===== config.mk =====
export PLATFORM = sky130hd
export DESIGN_NAME = hct_timing
export DESIGN_NICKNAME = d
export VERILOG_FILES = /design/src/hdl/hct_pkg.sv /design/src/hdl/hct_timing.sv
export SDC_FILE = /design/constraint.sdc
export NUM_CORES = 1
export LEC_CHECK = 0
export ABC_AREA = 1
export BUFFER_PORTS_ARGS = -buffer_cell sky130_fd_sc_hd__buf_2
export CAP_MARGIN = 20
export CORE_ASPECT_RATIO = 0.6
export CORE_MARGIN = 4
export CORE_UTILIZATION = 60
export CTS_CLUSTER_DIAMETER = 200
export CTS_CLUSTER_SIZE = 25
export DETAILED_ROUTE_END_ITERATION = 12
export PLACE_DENSITY = 0.77
export SLEW_MARGIN = 30
export SYNTH_ARGS = -nofsm -noshare
export SYNTH_HDL_FRONTEND = slang
export SYNTH_SLANG_ARGS = --single-unit

===== constraint.sdc =====
create_clock -name clk -period 2 [get_ports clk]
set_clock_uncertainty 0.2 [all_clocks]
set_input_delay 0.1 -clock clk [delete_from_list [all_inputs] [get_ports clk]]
set_output_delay 0.1 -clock clk [all_outputs]
set_load 0.1 [all_outputs]

===== src/hdl/hct_pkg.sv =====
// constants for the horizontal clock timing core
package hct_pkg;
  // ******************************
  // register offsets
  // ******************************
  localparam logic [7:0] OFS_INPUT_CLOCK_DIVIDE = 8'h30;
  localparam logic [7:0] OFS_HORIZ_PAIR_A_EDGES = 8'h31;
  localparam logic [7:0] OFS_HORIZ_PAIR_B_EDGES = 8'h32;
  localparam logic [7:0] OFS_LAST_HORIZ_EDGES = 8'h33;
  localparam logic [7:0] OFS_RESET_GATE_EDGES = 8'h34;
  localparam logic [7:0] OFS_BLANKING_RETIME_CONTROL = 8'h35;
  localparam logic [7:0] OFS_HORIZ_DRIVE_STRENGTH = 8'h36;
  // ******************************
  // field positions
  // ******************************
  localparam int POS_RISE_LSB = 0;
  localparam int POS_FALL_LSB = 8;
  localparam int POS_POLARITY = 16;
  localparam int POS_PAIR_A_RESYNC = 0;
  localparam int POS_PAIR_B_RESYNC = 1;
  localparam int POS_LAST_RESYNC = 2;
  localparam int POS_LAST_BLANK_EN = 3;
  localparam int POS_BLANK_DIV_LSB = 4;
  // ******************************
  // reset values
  // ******************************
  localparam logic RST_INPUT_CLOCK_DIVIDE = 1'h0;
  localparam logic [16:0] RST_HORIZ_EDGES = 17'h11400;
  localparam logic [16:0] RST_GATE_EDGES = 17'h10a00;
  localparam logic [6:0] RST_RETIME_CONTROL = 7'h00;
  localparam logic [23:0] RST_DRIVE_STRENGTH = 24'h111111;
  // ******************************
  // serial frame and timing counts
  // ******************************
  localparam int SER_ADDR_BITS = 8;
  localparam int SER_DATA_BITS = 24;
  localparam int SER_FRAME_BITS = SER_ADDR_BITS + SER_DATA_BITS;
  localparam int STEPS_PER_PIXEL = 64;
  localparam int GROUPS = 4;
  localparam int GRP_PAIR_A = 0;
  localparam int GRP_PAIR_B = 1;
  localparam int GRP_LAST = 2;
  localparam int GRP_GATE = 3;
endpackage : hct_pkg


===== src/hdl/hct_timing.sv =====
// horizontal clock timing core with its serial-written configuration registers
// Function
// - halve bit set makes the step clock run at half the master clock
// - pair one rise from bits 5:0, fall from bits 13:8, fall default 20
// - pair two rise from bits 5:0, fall from bits 13:8, fall default 20
// - last clock rise from bits 5:0, fall from bits 13:8, fall default 20
// - reset gate rise from bits 5:0, fall from bits 13:8, fall default 10
// - polarity bit 16 per group, default 1, cleared inverts the waveform
// - retime bit 0 delays pair one blanking by one pixel cycle
// - retime bit 1 delays pair two blanking by one pixel cycle
// - retime bit 2 delays last clock blanking by one pixel cycle
// - retime bit 3 lets blanking act on the last clock
// - during blanking horizontals run at pixel rate divided by twice the code
module hct_timing
  import hct_pkg::*;
#(
  parameter int STEPS = STEPS_PER_PIXEL
) (
  input wire logic clk,
  input wire logic reset_n,
  input wire logic ser_clock,
  input wire logic ser_data,
  input wire logic ser_load_n,
  input wire logic horizontal_blanking,
  output logic horizontal_phase_one,
  output logic horizontal_phase_two,
  output logic horizontal_phase_three,
  output logic horizontal_phase_four,
  output logic last_horizontal_clock,
  output logic reset_gate_clock
);
  // ******************************
  // pin synchronisers
  // ******************************
  logic [3:0] sync1_ff;
  logic [3:0] sync2_ff;
  logic sck_prev_ff;
  logic sl_prev_ff;
  logic sck_s, sdata_s, sl_s, blank_s;

  always_ff @(posedge clk or negedge reset_n) begin
    if (!reset_n) begin
      sync1_ff <= 4'h5;
      sync2_ff <= 4'h5;
      sck_prev_ff <= 1'b1;
      sl_prev_ff <= 1'b1;
    end else begin
      sync1_ff <= {horizontal_blanking, ser_load_n, ser_data, ser_clock};
      sync2_ff <= sync1_ff;
      sck_prev_ff <= sync2_ff[0];
      sl_prev_ff <= sync2_ff[2];
    end
  end
  assign sck_s = sync2_ff[0];
  assign sdata_s = sync2_ff[1];
  assign sl_s = sync2_ff[2];
  assign blank_s = sync2_ff[3];

  // ******************************
  // serial port and registers
  // ******************************
  logic [SER_FRAME_BITS-1:0] shift_ff, nxt_shift;
  logic [5:0] bits_ff, nxt_bits;
  logic halve_ff, nxt_halve;
  logic [GROUPS-1:0][16:0] edges_ff, nxt_edges;
  logic [6:0] retime_ff, nxt_retime;
  logic [23:0] drive_ff, nxt_drive;
  logic [7:0] wr_addr;
  logic [23:0] wr_data;
  logic frame_end;

  assign wr_addr = shift_ff[SER_ADDR_BITS-1:0];
  assign wr_data = shift_ff[SER_FRAME_BITS-1:SER_ADDR_BITS];
  assign frame_end = sl_s && !sl_prev_ff && (bits_ff == 6'(SER_FRAME_BITS));

  always_comb begin
    nxt_shift = shift_ff;
    nxt_bits = bits_ff;
    nxt_halve = halve_ff;
    nxt_edges = edges_ff;
    nxt_retime = retime_ff;
    nxt_drive = drive_ff;
    if (sl_s) begin
      nxt_bits = 6'h00;
    end else if (sck_s && !sck_prev_ff && bits_ff != 6'(SER_FRAME_BITS)) begin
      nxt_shift = {sdata_s, shift_ff[SER_FRAME_BITS-1:1]};
      nxt_bits = bits_ff + 6'h01;
    end
    if (frame_end) begin
      case (wr_addr)
        OFS_INPUT_CLOCK_DIVIDE: nxt_halve = wr_data[0];
        OFS_HORIZ_PAIR_A_EDGES: nxt_edges[GRP_PAIR_A] = wr_data[16:0];
        OFS_HORIZ_PAIR_B_EDGES: nxt_edges[GRP_PAIR_B] = wr_data[16:0];
        OFS_LAST_HORIZ_EDGES: nxt_edges[GRP_LAST] = wr_data[16:0];
        OFS_RESET_GATE_EDGES: nxt_edges[GRP_GATE] = wr_data[16:0];
        OFS_BLANKING_RETIME_CONTROL: nxt_retime = wr_data[6:0];
        OFS_HORIZ_DRIVE_STRENGTH: nxt_drive = wr_data;
        default: nxt_drive = drive_ff;
      endcase
    end
  end

  always_ff @(posedge clk or negedge reset_n) begin
    if (!reset_n) begin
      shift_ff <= '0;
      bits_ff <= 6'h00;
      halve_ff <= RST_INPUT_CLOCK_DIVIDE;
      edges_ff <= {RST_GATE_EDGES, RST_HORIZ_EDGES, RST_HORIZ_EDGES, RST_HORIZ_EDGES};
      retime_ff <= RST_RETIME_CONTROL;
      drive_ff <= RST_DRIVE_STRENGTH;
    end else begin
      shift_ff <= nxt_shift;
      bits_ff <= nxt_bits;
      halve_ff <= nxt_halve;
      edges_ff <= nxt_edges;
      retime_ff <= nxt_retime;
      drive_ff <= nxt_drive;
    end
  end

  // ******************************
  // step counter and blanking
  // ******************************
  logic div_ff, nxt_div;
  logic [5:0] step_ff, nxt_step;
  logic blank_rt_ff, nxt_blank_rt;
  logic [2:0] slow_cnt_ff, nxt_slow_cnt;
  logic slow_ff, nxt_slow;
  logic step_en, pixel_end;
  logic [2:0] blank_div;

  assign blank_div = retime_ff[POS_BLANK_DIV_LSB +: 3];
  assign step_en = !halve_ff || div_ff;
  assign pixel_end = step_en && (step_ff == 6'(STEPS - 1));

  always_comb begin
    nxt_div = !div_ff;
    nxt_step = step_ff;
    nxt_blank_rt = blank_rt_ff;
    nxt_slow_cnt = slow_cnt_ff;
    nxt_slow = slow_ff;
    if (step_en) begin
      nxt_step = pixel_end ? 6'h00 : step_ff + 6'h01;
    end
    if (pixel_end) begin
      nxt_blank_rt = blank_s;
      // slow phase toggles every code pixels: period of twice the code
      if (!blank_s) begin
        nxt_slow_cnt = 3'h0;
        nxt_slow = 1'b1;
      end else if (slow_cnt_ff >= blank_div - 3'h1) begin
        nxt_slow_cnt = 3'h0;
        nxt_slow = !slow_ff;
      end else begin
        nxt_slow_cnt = slow_cnt_ff + 3'h1;
      end
    end
  end

  always_ff @(posedge clk or negedge reset_n) begin
    if (!reset_n) begin
      div_ff <= 1'b0;
      step_ff <= 6'h00;
      blank_rt_ff <= 1'b0;
      slow_cnt_ff <= 3'h0;
      slow_ff <= 1'b1;
    end else begin
      div_ff <= nxt_div;
      step_ff <= nxt_step;
      blank_rt_ff <= nxt_blank_rt;
      slow_cnt_ff <= nxt_slow_cnt;
      slow_ff <= nxt_slow;
    end
  end

  // ******************************
  // edge generators
  // ******************************
  logic [GROUPS-1:0] wave_ff, nxt_wave;
  logic [GROUPS-1:0] out_ff, nxt_out;
  logic [1:0] inv_ff, nxt_inv;
  logic [GROUPS-1:0] grp_blank;
  logic [GROUPS-1:0] grp_resync;

  assign grp_resync = {1'b0, retime_ff[POS_LAST_RESYNC], retime_ff[POS_PAIR_B_RESYNC],
                       retime_ff[POS_PAIR_A_RESYNC]};

  generate
    for (genvar g = 0; g < GROUPS; g++) begin : g_grp
      logic blank_sel;
      assign blank_sel = grp_resync[g] ? blank_rt_ff : blank_s;
      if (g == GRP_GATE) begin : g_gate
        assign grp_blank[g] = 1'b0;
      end else if (g == GRP_LAST) begin : g_last
        assign grp_blank[g] = blank_sel && retime_ff[POS_LAST_BLANK_EN];
      end else begin : g_pair
        assign grp_blank[g] = blank_sel;
      end
      always_comb begin
        nxt_wave[g] = wave_ff[g];
        if (step_en && step_ff == edges_ff[g][POS_RISE_LSB +: 6]) begin
          nxt_wave[g] = 1'b1;
        end else if (step_en && step_ff == edges_ff[g][POS_FALL_LSB +: 6]) begin
          nxt_wave[g] = 1'b0;
        end
        nxt_out[g] = ((grp_blank[g] && blank_div != 3'h0) ? slow_ff : wave_ff[g])
                     ^ !edges_ff[g][POS_POLARITY];
      end
    end
  endgenerate

  // complementary pair outputs get their own flops so every pin comes from a register
  assign nxt_inv = ~{nxt_out[GRP_PAIR_B], nxt_out[GRP_PAIR_A]};

  always_ff @(posedge clk or negedge reset_n) begin
    if (!reset_n) begin
      wave_ff <= '0;
      out_ff <= '0;
      inv_ff <= 2'h3;
    end else begin
      wave_ff <= nxt_wave;
      out_ff <= nxt_out;
      inv_ff <= nxt_inv;
    end
  end

  assign horizontal_phase_one = out_ff[GRP_PAIR_A];
  assign horizontal_phase_two = inv_ff[0];
  assign horizontal_phase_three = out_ff[GRP_PAIR_B];
  assign horizontal_phase_four = inv_ff[1];
  assign last_horizontal_clock = out_ff[GRP_LAST];
  assign reset_gate_clock = out_ff[GRP_GATE];

  // ******************************
  // checks
  // ******************************
  chk_halve_rate: assert property (@(posedge clk) disable iff (!reset_n)
    (halve_ff && $past(halve_ff) && step_en) |=> (!step_en || !halve_ff))
    else $error("step advanced on two cycles while halved");
  chk_pair_a_rise: assert property (@(posedge clk) disable iff (!reset_n)
    (step_en && step_ff == edges_ff[0][5:0]) |=> wave_ff[0])
    else $error("pair one rise missed");
  chk_pair_b_fall: assert property (@(posedge clk) disable iff (!reset_n)
    (step_en && step_ff == edges_ff[1][13:8] && step_ff != edges_ff[1][5:0]) |=> !wave_ff[1])
    else $error("pair two fall missed");
  chk_last_rise: assert property (@(posedge clk) disable iff (!reset_n)
    (step_en && step_ff == edges_ff[2][5:0]) |=> wave_ff[2])
    else $error("last clock rise missed");
  chk_gate_follow: assert property (@(posedge clk) disable iff (!reset_n)
    1'b1 |=> reset_gate_clock == ($past(wave_ff[3]) ^ !$past(edges_ff[3][16])))
    else $error("reset gate output wrong");
  chk_polarity_inv: assert property (@(posedge clk) disable iff (!reset_n)
    (!grp_blank[0] && !edges_ff[0][16]) |=> horizontal_phase_one == !$past(wave_ff[0]))
    else $error("pair one polarity not applied");
  chk_retime_delay: assert property (@(posedge clk) disable iff (!reset_n)
    pixel_end |=> blank_rt_ff == $past(blank_s))
    else $error("retimed blanking not one pixel late");
  chk_last_no_blank: assert property (@(posedge clk) disable iff (!reset_n)
    !retime_ff[3] |-> !grp_blank[2])
    else $error("blanking reached last clock while disabled");
  chk_slow_period: assert property (@(posedge clk) disable iff (!reset_n)
    (blank_s && pixel_end && blank_div == 3'h1 && $past(blank_s)) |=> $changed(slow_ff))
    else $error("half rate blanking clock did not toggle");
endmodule : hct_timing


# == Yosys cells after proc, flatten, opt, wreduce, memory -nomap -nowiden ==
# Cells that the tools add are included.
# totals
ff_bits,146
latchBits,0
ram_bits,0
romBits,0
input_bits,6
out_inout_bits,6
elab_cells,114
mem_count,0
# op_classes
add_sub_neg,4
mul,0
div_mod_pow,0
order_cmp,1
n_eq_ne,18
n_shift,0
mux,21
bitwise_logic,6
reduce_logical,41
# ops
cell,n
$eq 6x6->1,8
$eq 8x6->1 const B,6
$mux 6,3
$logic_and 1x1->1,17
$mux 1,16
$reduce_and 2->1,8
$add 6x1->6 const B,2
$eq 6x6->1 const B,2
$reduce_bool 2->1,5
$logic_not 1->1,9
$mux 3,2
$ne 6x6->1 const B,1
$xor 1x1->1,4
$add 3x1->3 const B,1
$ge 3x3->1,1
$reduce_bool 3->1,1
$sub 3x1->3 const B,1
$ne 2x1->1 const B,1
$not 2->2,1
$logic_or 1x1->1,1
$not 1->1,1

# == Logic depth before layout (Yosys ltp) ==
# logic_depth
depth_word,5
mapped_depth,10

# == Worst setup path after synthesis ==
# No wires, ideal clock.
# synth_path
path_type,reg-to-reg
from,register sync2_ff[2]
to,register edges_ff[22] (netlist bit)
setup_time_ns,0.122
arrival_ns,1.500
slack_ns,0.178
stages_incl_launch_ff,9
n_path_buf,2
synth_period_minus_slack_ns,1.822
cell_sequence,dfstp_2 buf_4 inv_2 or2_4 nor2_8 nand2_4 buf_6 nand2_1 o21ai_2
# synth_between
elab_chain_len,3
# synth_rtl
element,line,source
start: declaration,hct_timing.sv:36,logic [3:0] sync2_ff;
start signal: assignment,hct_timing.sv:49,sync2_ff <= sync1_ff;
$logic_and 1x1->1 (2 in series),hct_timing.sv:74,assign frame_end = sl_s && !sl_prev_ff && (bits_ff == 6'(SER_FRAME_BITS));
$reduce_and 2->1 (no source line),-,
end signal: assignment,hct_timing.sv:108,"edges_ff <= {RST_GATE_EDGES, RST_HORIZ_EDGES, RST_HORIZ_EDGES, RST_HORIZ_EDGES};"
end signal: assignment,hct_timing.sv:115,edges_ff <= nxt_edges;
end: declaration,hct_timing.sv:65,"logic [GROUPS-1:0][16:0] edges_ff, nxt_edges;"
# No other way between the ends.
# A chain may end at the register's enable or synchronous reset.

# == Final worst setup path ==
# layout_path
from,register bits_ff[0]
to,register edges_ff[21] (netlist bit)
# layout_between
elab_chain_len,3
# layout_rtl
element,line,source
start: declaration,hct_timing.sv:63,"logic [5:0] bits_ff, nxt_bits;"
start signal: assignment,hct_timing.sv:113,bits_ff <= nxt_bits;
$eq 6x6->1,hct_timing.sv:74,
$logic_and 1x1->1,hct_timing.sv:74,
$reduce_and 2->1 (no source line),-,
# No other way between the ends.

==> results.sh <==
export IMPL_status="finished clean"
export IMPL_grt_max_degree=39
export IMPL_antenna_found_initial=0
export IMPL_dieArea_mm2=0.0120
export IMPL_antenna_left=0
export IMPL_dp_hpwl_mm=9.51
export IMPL_rows=28
export IMPL_synth_async_reset_ratio_pct=100
export IMPL_synthCells=733
export IMPL_core_mm2=0.00995
export IMPL_crit_path_max_fanout=26
export IMPL_grt_overflow=0
export IMPL_clock_path_buffers=2
export IMPL_finalSetupViolations=0
export IMPL_p_switching_mw=1.35
export IMPL_rsz0062_at_grt="no"
export IMPL_vias=4873
export IMPL_drc=0
export IMPL_dr_pass1_iters=5
export IMPL_p_sw_share_pct=22.6
export IMPL_tritoncts="done"
export IMPL_power_share_clock_pct=51.4
export IMPL_slew_viol_final=0
export IMPL_tns_ps=0
export IMPL_internal_power_mw=4.61
export IMPL_viasPerCell=5.37
export IMPL_max_freq_mhz=534
export IMPL_fin_util_pct=70.8
export IMPL_finalHoldWorstSlack_ps=17.3
export IMPL_worst_pin_slew_ps=566
export IMPL_hp_class="input pin to async pin"
export IMPL_ys_seq_area_share_pct=53.0
export IMPL_avgSynthCellArea_um2=8.44
export IMPL_cts_root_buf="clkbuf_16"
export IMPL_place_inst=869
export IMPL_drive_gt1_share_pct=15.3
export IMPL_timing_final_crit_period_ps=1870
export IMPL_power_frac_seq_pct=45.6
export IMPL_place_area_mm2=0.00639
export IMPL_power_frac_comb_pct=3.0
export IMPL_cts_sinks=130
export IMPL_syn_area_mm2=0.00618
export IMPL_final_area_mm2=0.00705
export IMPL_critPathArrivalTime_ps=1980
export IMPL_setup_ws_ps=127
export IMPL_htreeDepth=4
export IMPL_power_mw=5.96
export IMPL_fin_crit_sh_pct=93.7
export IMPL_die_width_um=139
export IMPL_place_gp_congestion=0.896
export IMPL_initial_core_util_pct=62.1
export IMPL_clk_pin_slew_ps=60
export IMPL_ys_seq_elements=130
export IMPL_required_ps=2110
export IMPL_yosysUniqueCellTypes=32
export IMPL_max_slew_margin_pct=62.2
export IMPL_crit_type="register to register"
export IMPL_synthFlopType="dfrtp_1"
export IMPL_clock_latency_ps=430
export IMPL_grt_usage_pct=26.1
export IMPL_pre_cts_slack_ps=66.0
export IMPL_num_antenna_cells=0
export IMPL_ir_drop_v=0.000678
export IMPL_routed_wl_mm=14.3
export IMPL_die_height_um=86.6
export IMPL_cts_buffers=17
export IMPL_grt_pass1_vias=4815
export IMPL_final_hold_violation_count=0
export IMPL_start_kind="register"
export IMPL_cap_violations=0
export IMPL_area_growth_pct=13.9
export IMPL_p_leak_nw=3.45
export IMPL_power_density_mw_per_mm2=846
export IMPL_synthesis_nets=748
export IMPL_grt_pass1_wl_mm=24.3
export IMPL_wire_per_inst_um=15.8
export IMPL_drtIter0Drc=376
export IMPL_port_buffers=11
export IMPL_ioPinCount=12
export IMPL_critPathCaptureType="register"
export IMPL_final_cells=907
export IMPL_nets=774
export IMPL_synth_warnings=0
export IMPL_synth_edff_count=0
## placed cells by master, fill, tap and decap left out, types with 3 or more instances in the layout
cell / n
nor2_1: 36
nand3_1: 21
xnor2_1: 9
nand2_4: 5
xor2_1: 12
buf_2: 10
o21ai_1: 42
nand2_1: 262
buf_4: 12
inv_1: 81
a21oi_1: 3
dlygate4sd3_1: 5
dfrtp_1: 109
clkinv_2: 3
or2_2: 9
nand4_1: 8
o21ai_0: 49
clkinv_4: 4
dfstp_2: 21
o21ai_2: 17
buf_12: 4
ha_1: 8
clkbuf_16: 17
## layer usage
layer | vias up | part of all wire [%] | GRT usage, %
li1 | 2351 | - | -
met3 | 29 | 7.1 | 6.67
met5 | - | 0 | 0
met4 | 0 | 1.7 | 9.86
met1 | 2334 | 46 | 36.5
met2 | 159 | 45 | 39.9
## synth_stat cells, types with 5 or more instances
cell type / instances / area [um2]
inv_1: 82 / 308
o21ai_2: 17 / 149
buf_2: 8 / 40.0
or2_2: 9 / 56.3
o21ai_0: 49 / 245
dfrtp_1: 109 / 2730
buf_6: 9 / 101
xnor2_1: 10 / 87.6
nand3_1: 21 / 105
o21ai_1: 42 / 210
nand2_1: 262 / 983
nand2_4: 5 / 56.3
nand4_1: 8 / 50.1
nor2_1: 36 / 135
dfstp_2: 21 / 552
clkbuf_1: 6 / 22.5
ha_1: 9 / 113
xor2_1: 12 / 105
## cell type report
| class | instances | area (um2) |
|---|---|---|
| timing repair buffer | 31 | 270 |
| clock buffer | 20 | 447 |
| clock inverter | 12 | 134 |
| fill | 781 | 2900 |
| tap | 135 | 169 |
| inverter | 83 | 312 |
| sequential | 130 | 3280 |
| multi-input combinational | 496 | 2430 |
## logic make-up after synthesis
logic type	share of synthesized area [%]
compound gates	10.6
simple gates	23.7
xor+xnor	3.12
fa+ha+maj	1.82
flops	53.0
buf+inv	7.81
## flip-flops by register name (all words and copies together), names as in the netlist, 2 cells and up
signal / count
sync1_ff: 4
step_ff: 6
wave_ff: 4
sync2_ff: 4
shift_ff: 32
out_ff: 4
edges_ff: 52
slow_cnt_ff: 3
inv_ff: 2
bits_ff: 6
retime_ff: 7
## timing repair
| item | in CTS | in global routing |
|---|---|---|
| endpoints found under the hold margin | 119 | 0 |
| gates resized for setup | 0 | 4 |
| setup buffers | 0 | 1 |
| hold buffers | 5 | 0 |
| endpoints found under the setup margin | 0 | 4 |
## power groups by stage
stage	Clock, mW	Sequential, mW	Combinational [mW]
2_1_floorplan	0	2.75	0.0717
3_3_place_gp	0	2.76	0.165
3_5_place_dp	0	2.76	0.172
4_1_cts	3.08	2.72	0.180
5_1_grt	3.21	2.72	0.205
6_report	3.06	2.72	0.177
## worst max-delay path, cell delays in order (launching register included)
cell and delay (ps):
dfrtp_1 400, inv_1 100, ha_1 160, nand4_2 190
nor2_8 250, nand2_4 240, nand2_1 150, o21ai_2 60
## path summary, 6_finish.rpt
check                                       start                        to  slack [ps]  cells past startpoint
max in group asynchronous                 reset_n  edges_ff[50]$_DFFE_PN1P_         940                      3
setup reg to reg           bits_ff[0]$_DFFE_PN0P_  edges_ff[21]$_DFFE_PN0P_         130                      7
hold reg to reg             sync1_ff[0]$_DFF_PN1_     sync2_ff[0]$_DFF_PN1_         160                      0
setup / recovery           bits_ff[0]$_DFFE_PN0P_  edges_ff[21]$_DFFE_PN0P_         130                      7
hold / removal                            reset_n       out_ff[3]$_DFF_PN0_          20                      2
min in group clk                       ser_load_n     sync1_ff[2]$_DFF_PN1_         110                      2
No activity file was read; power rests on OpenSTA's default activity.
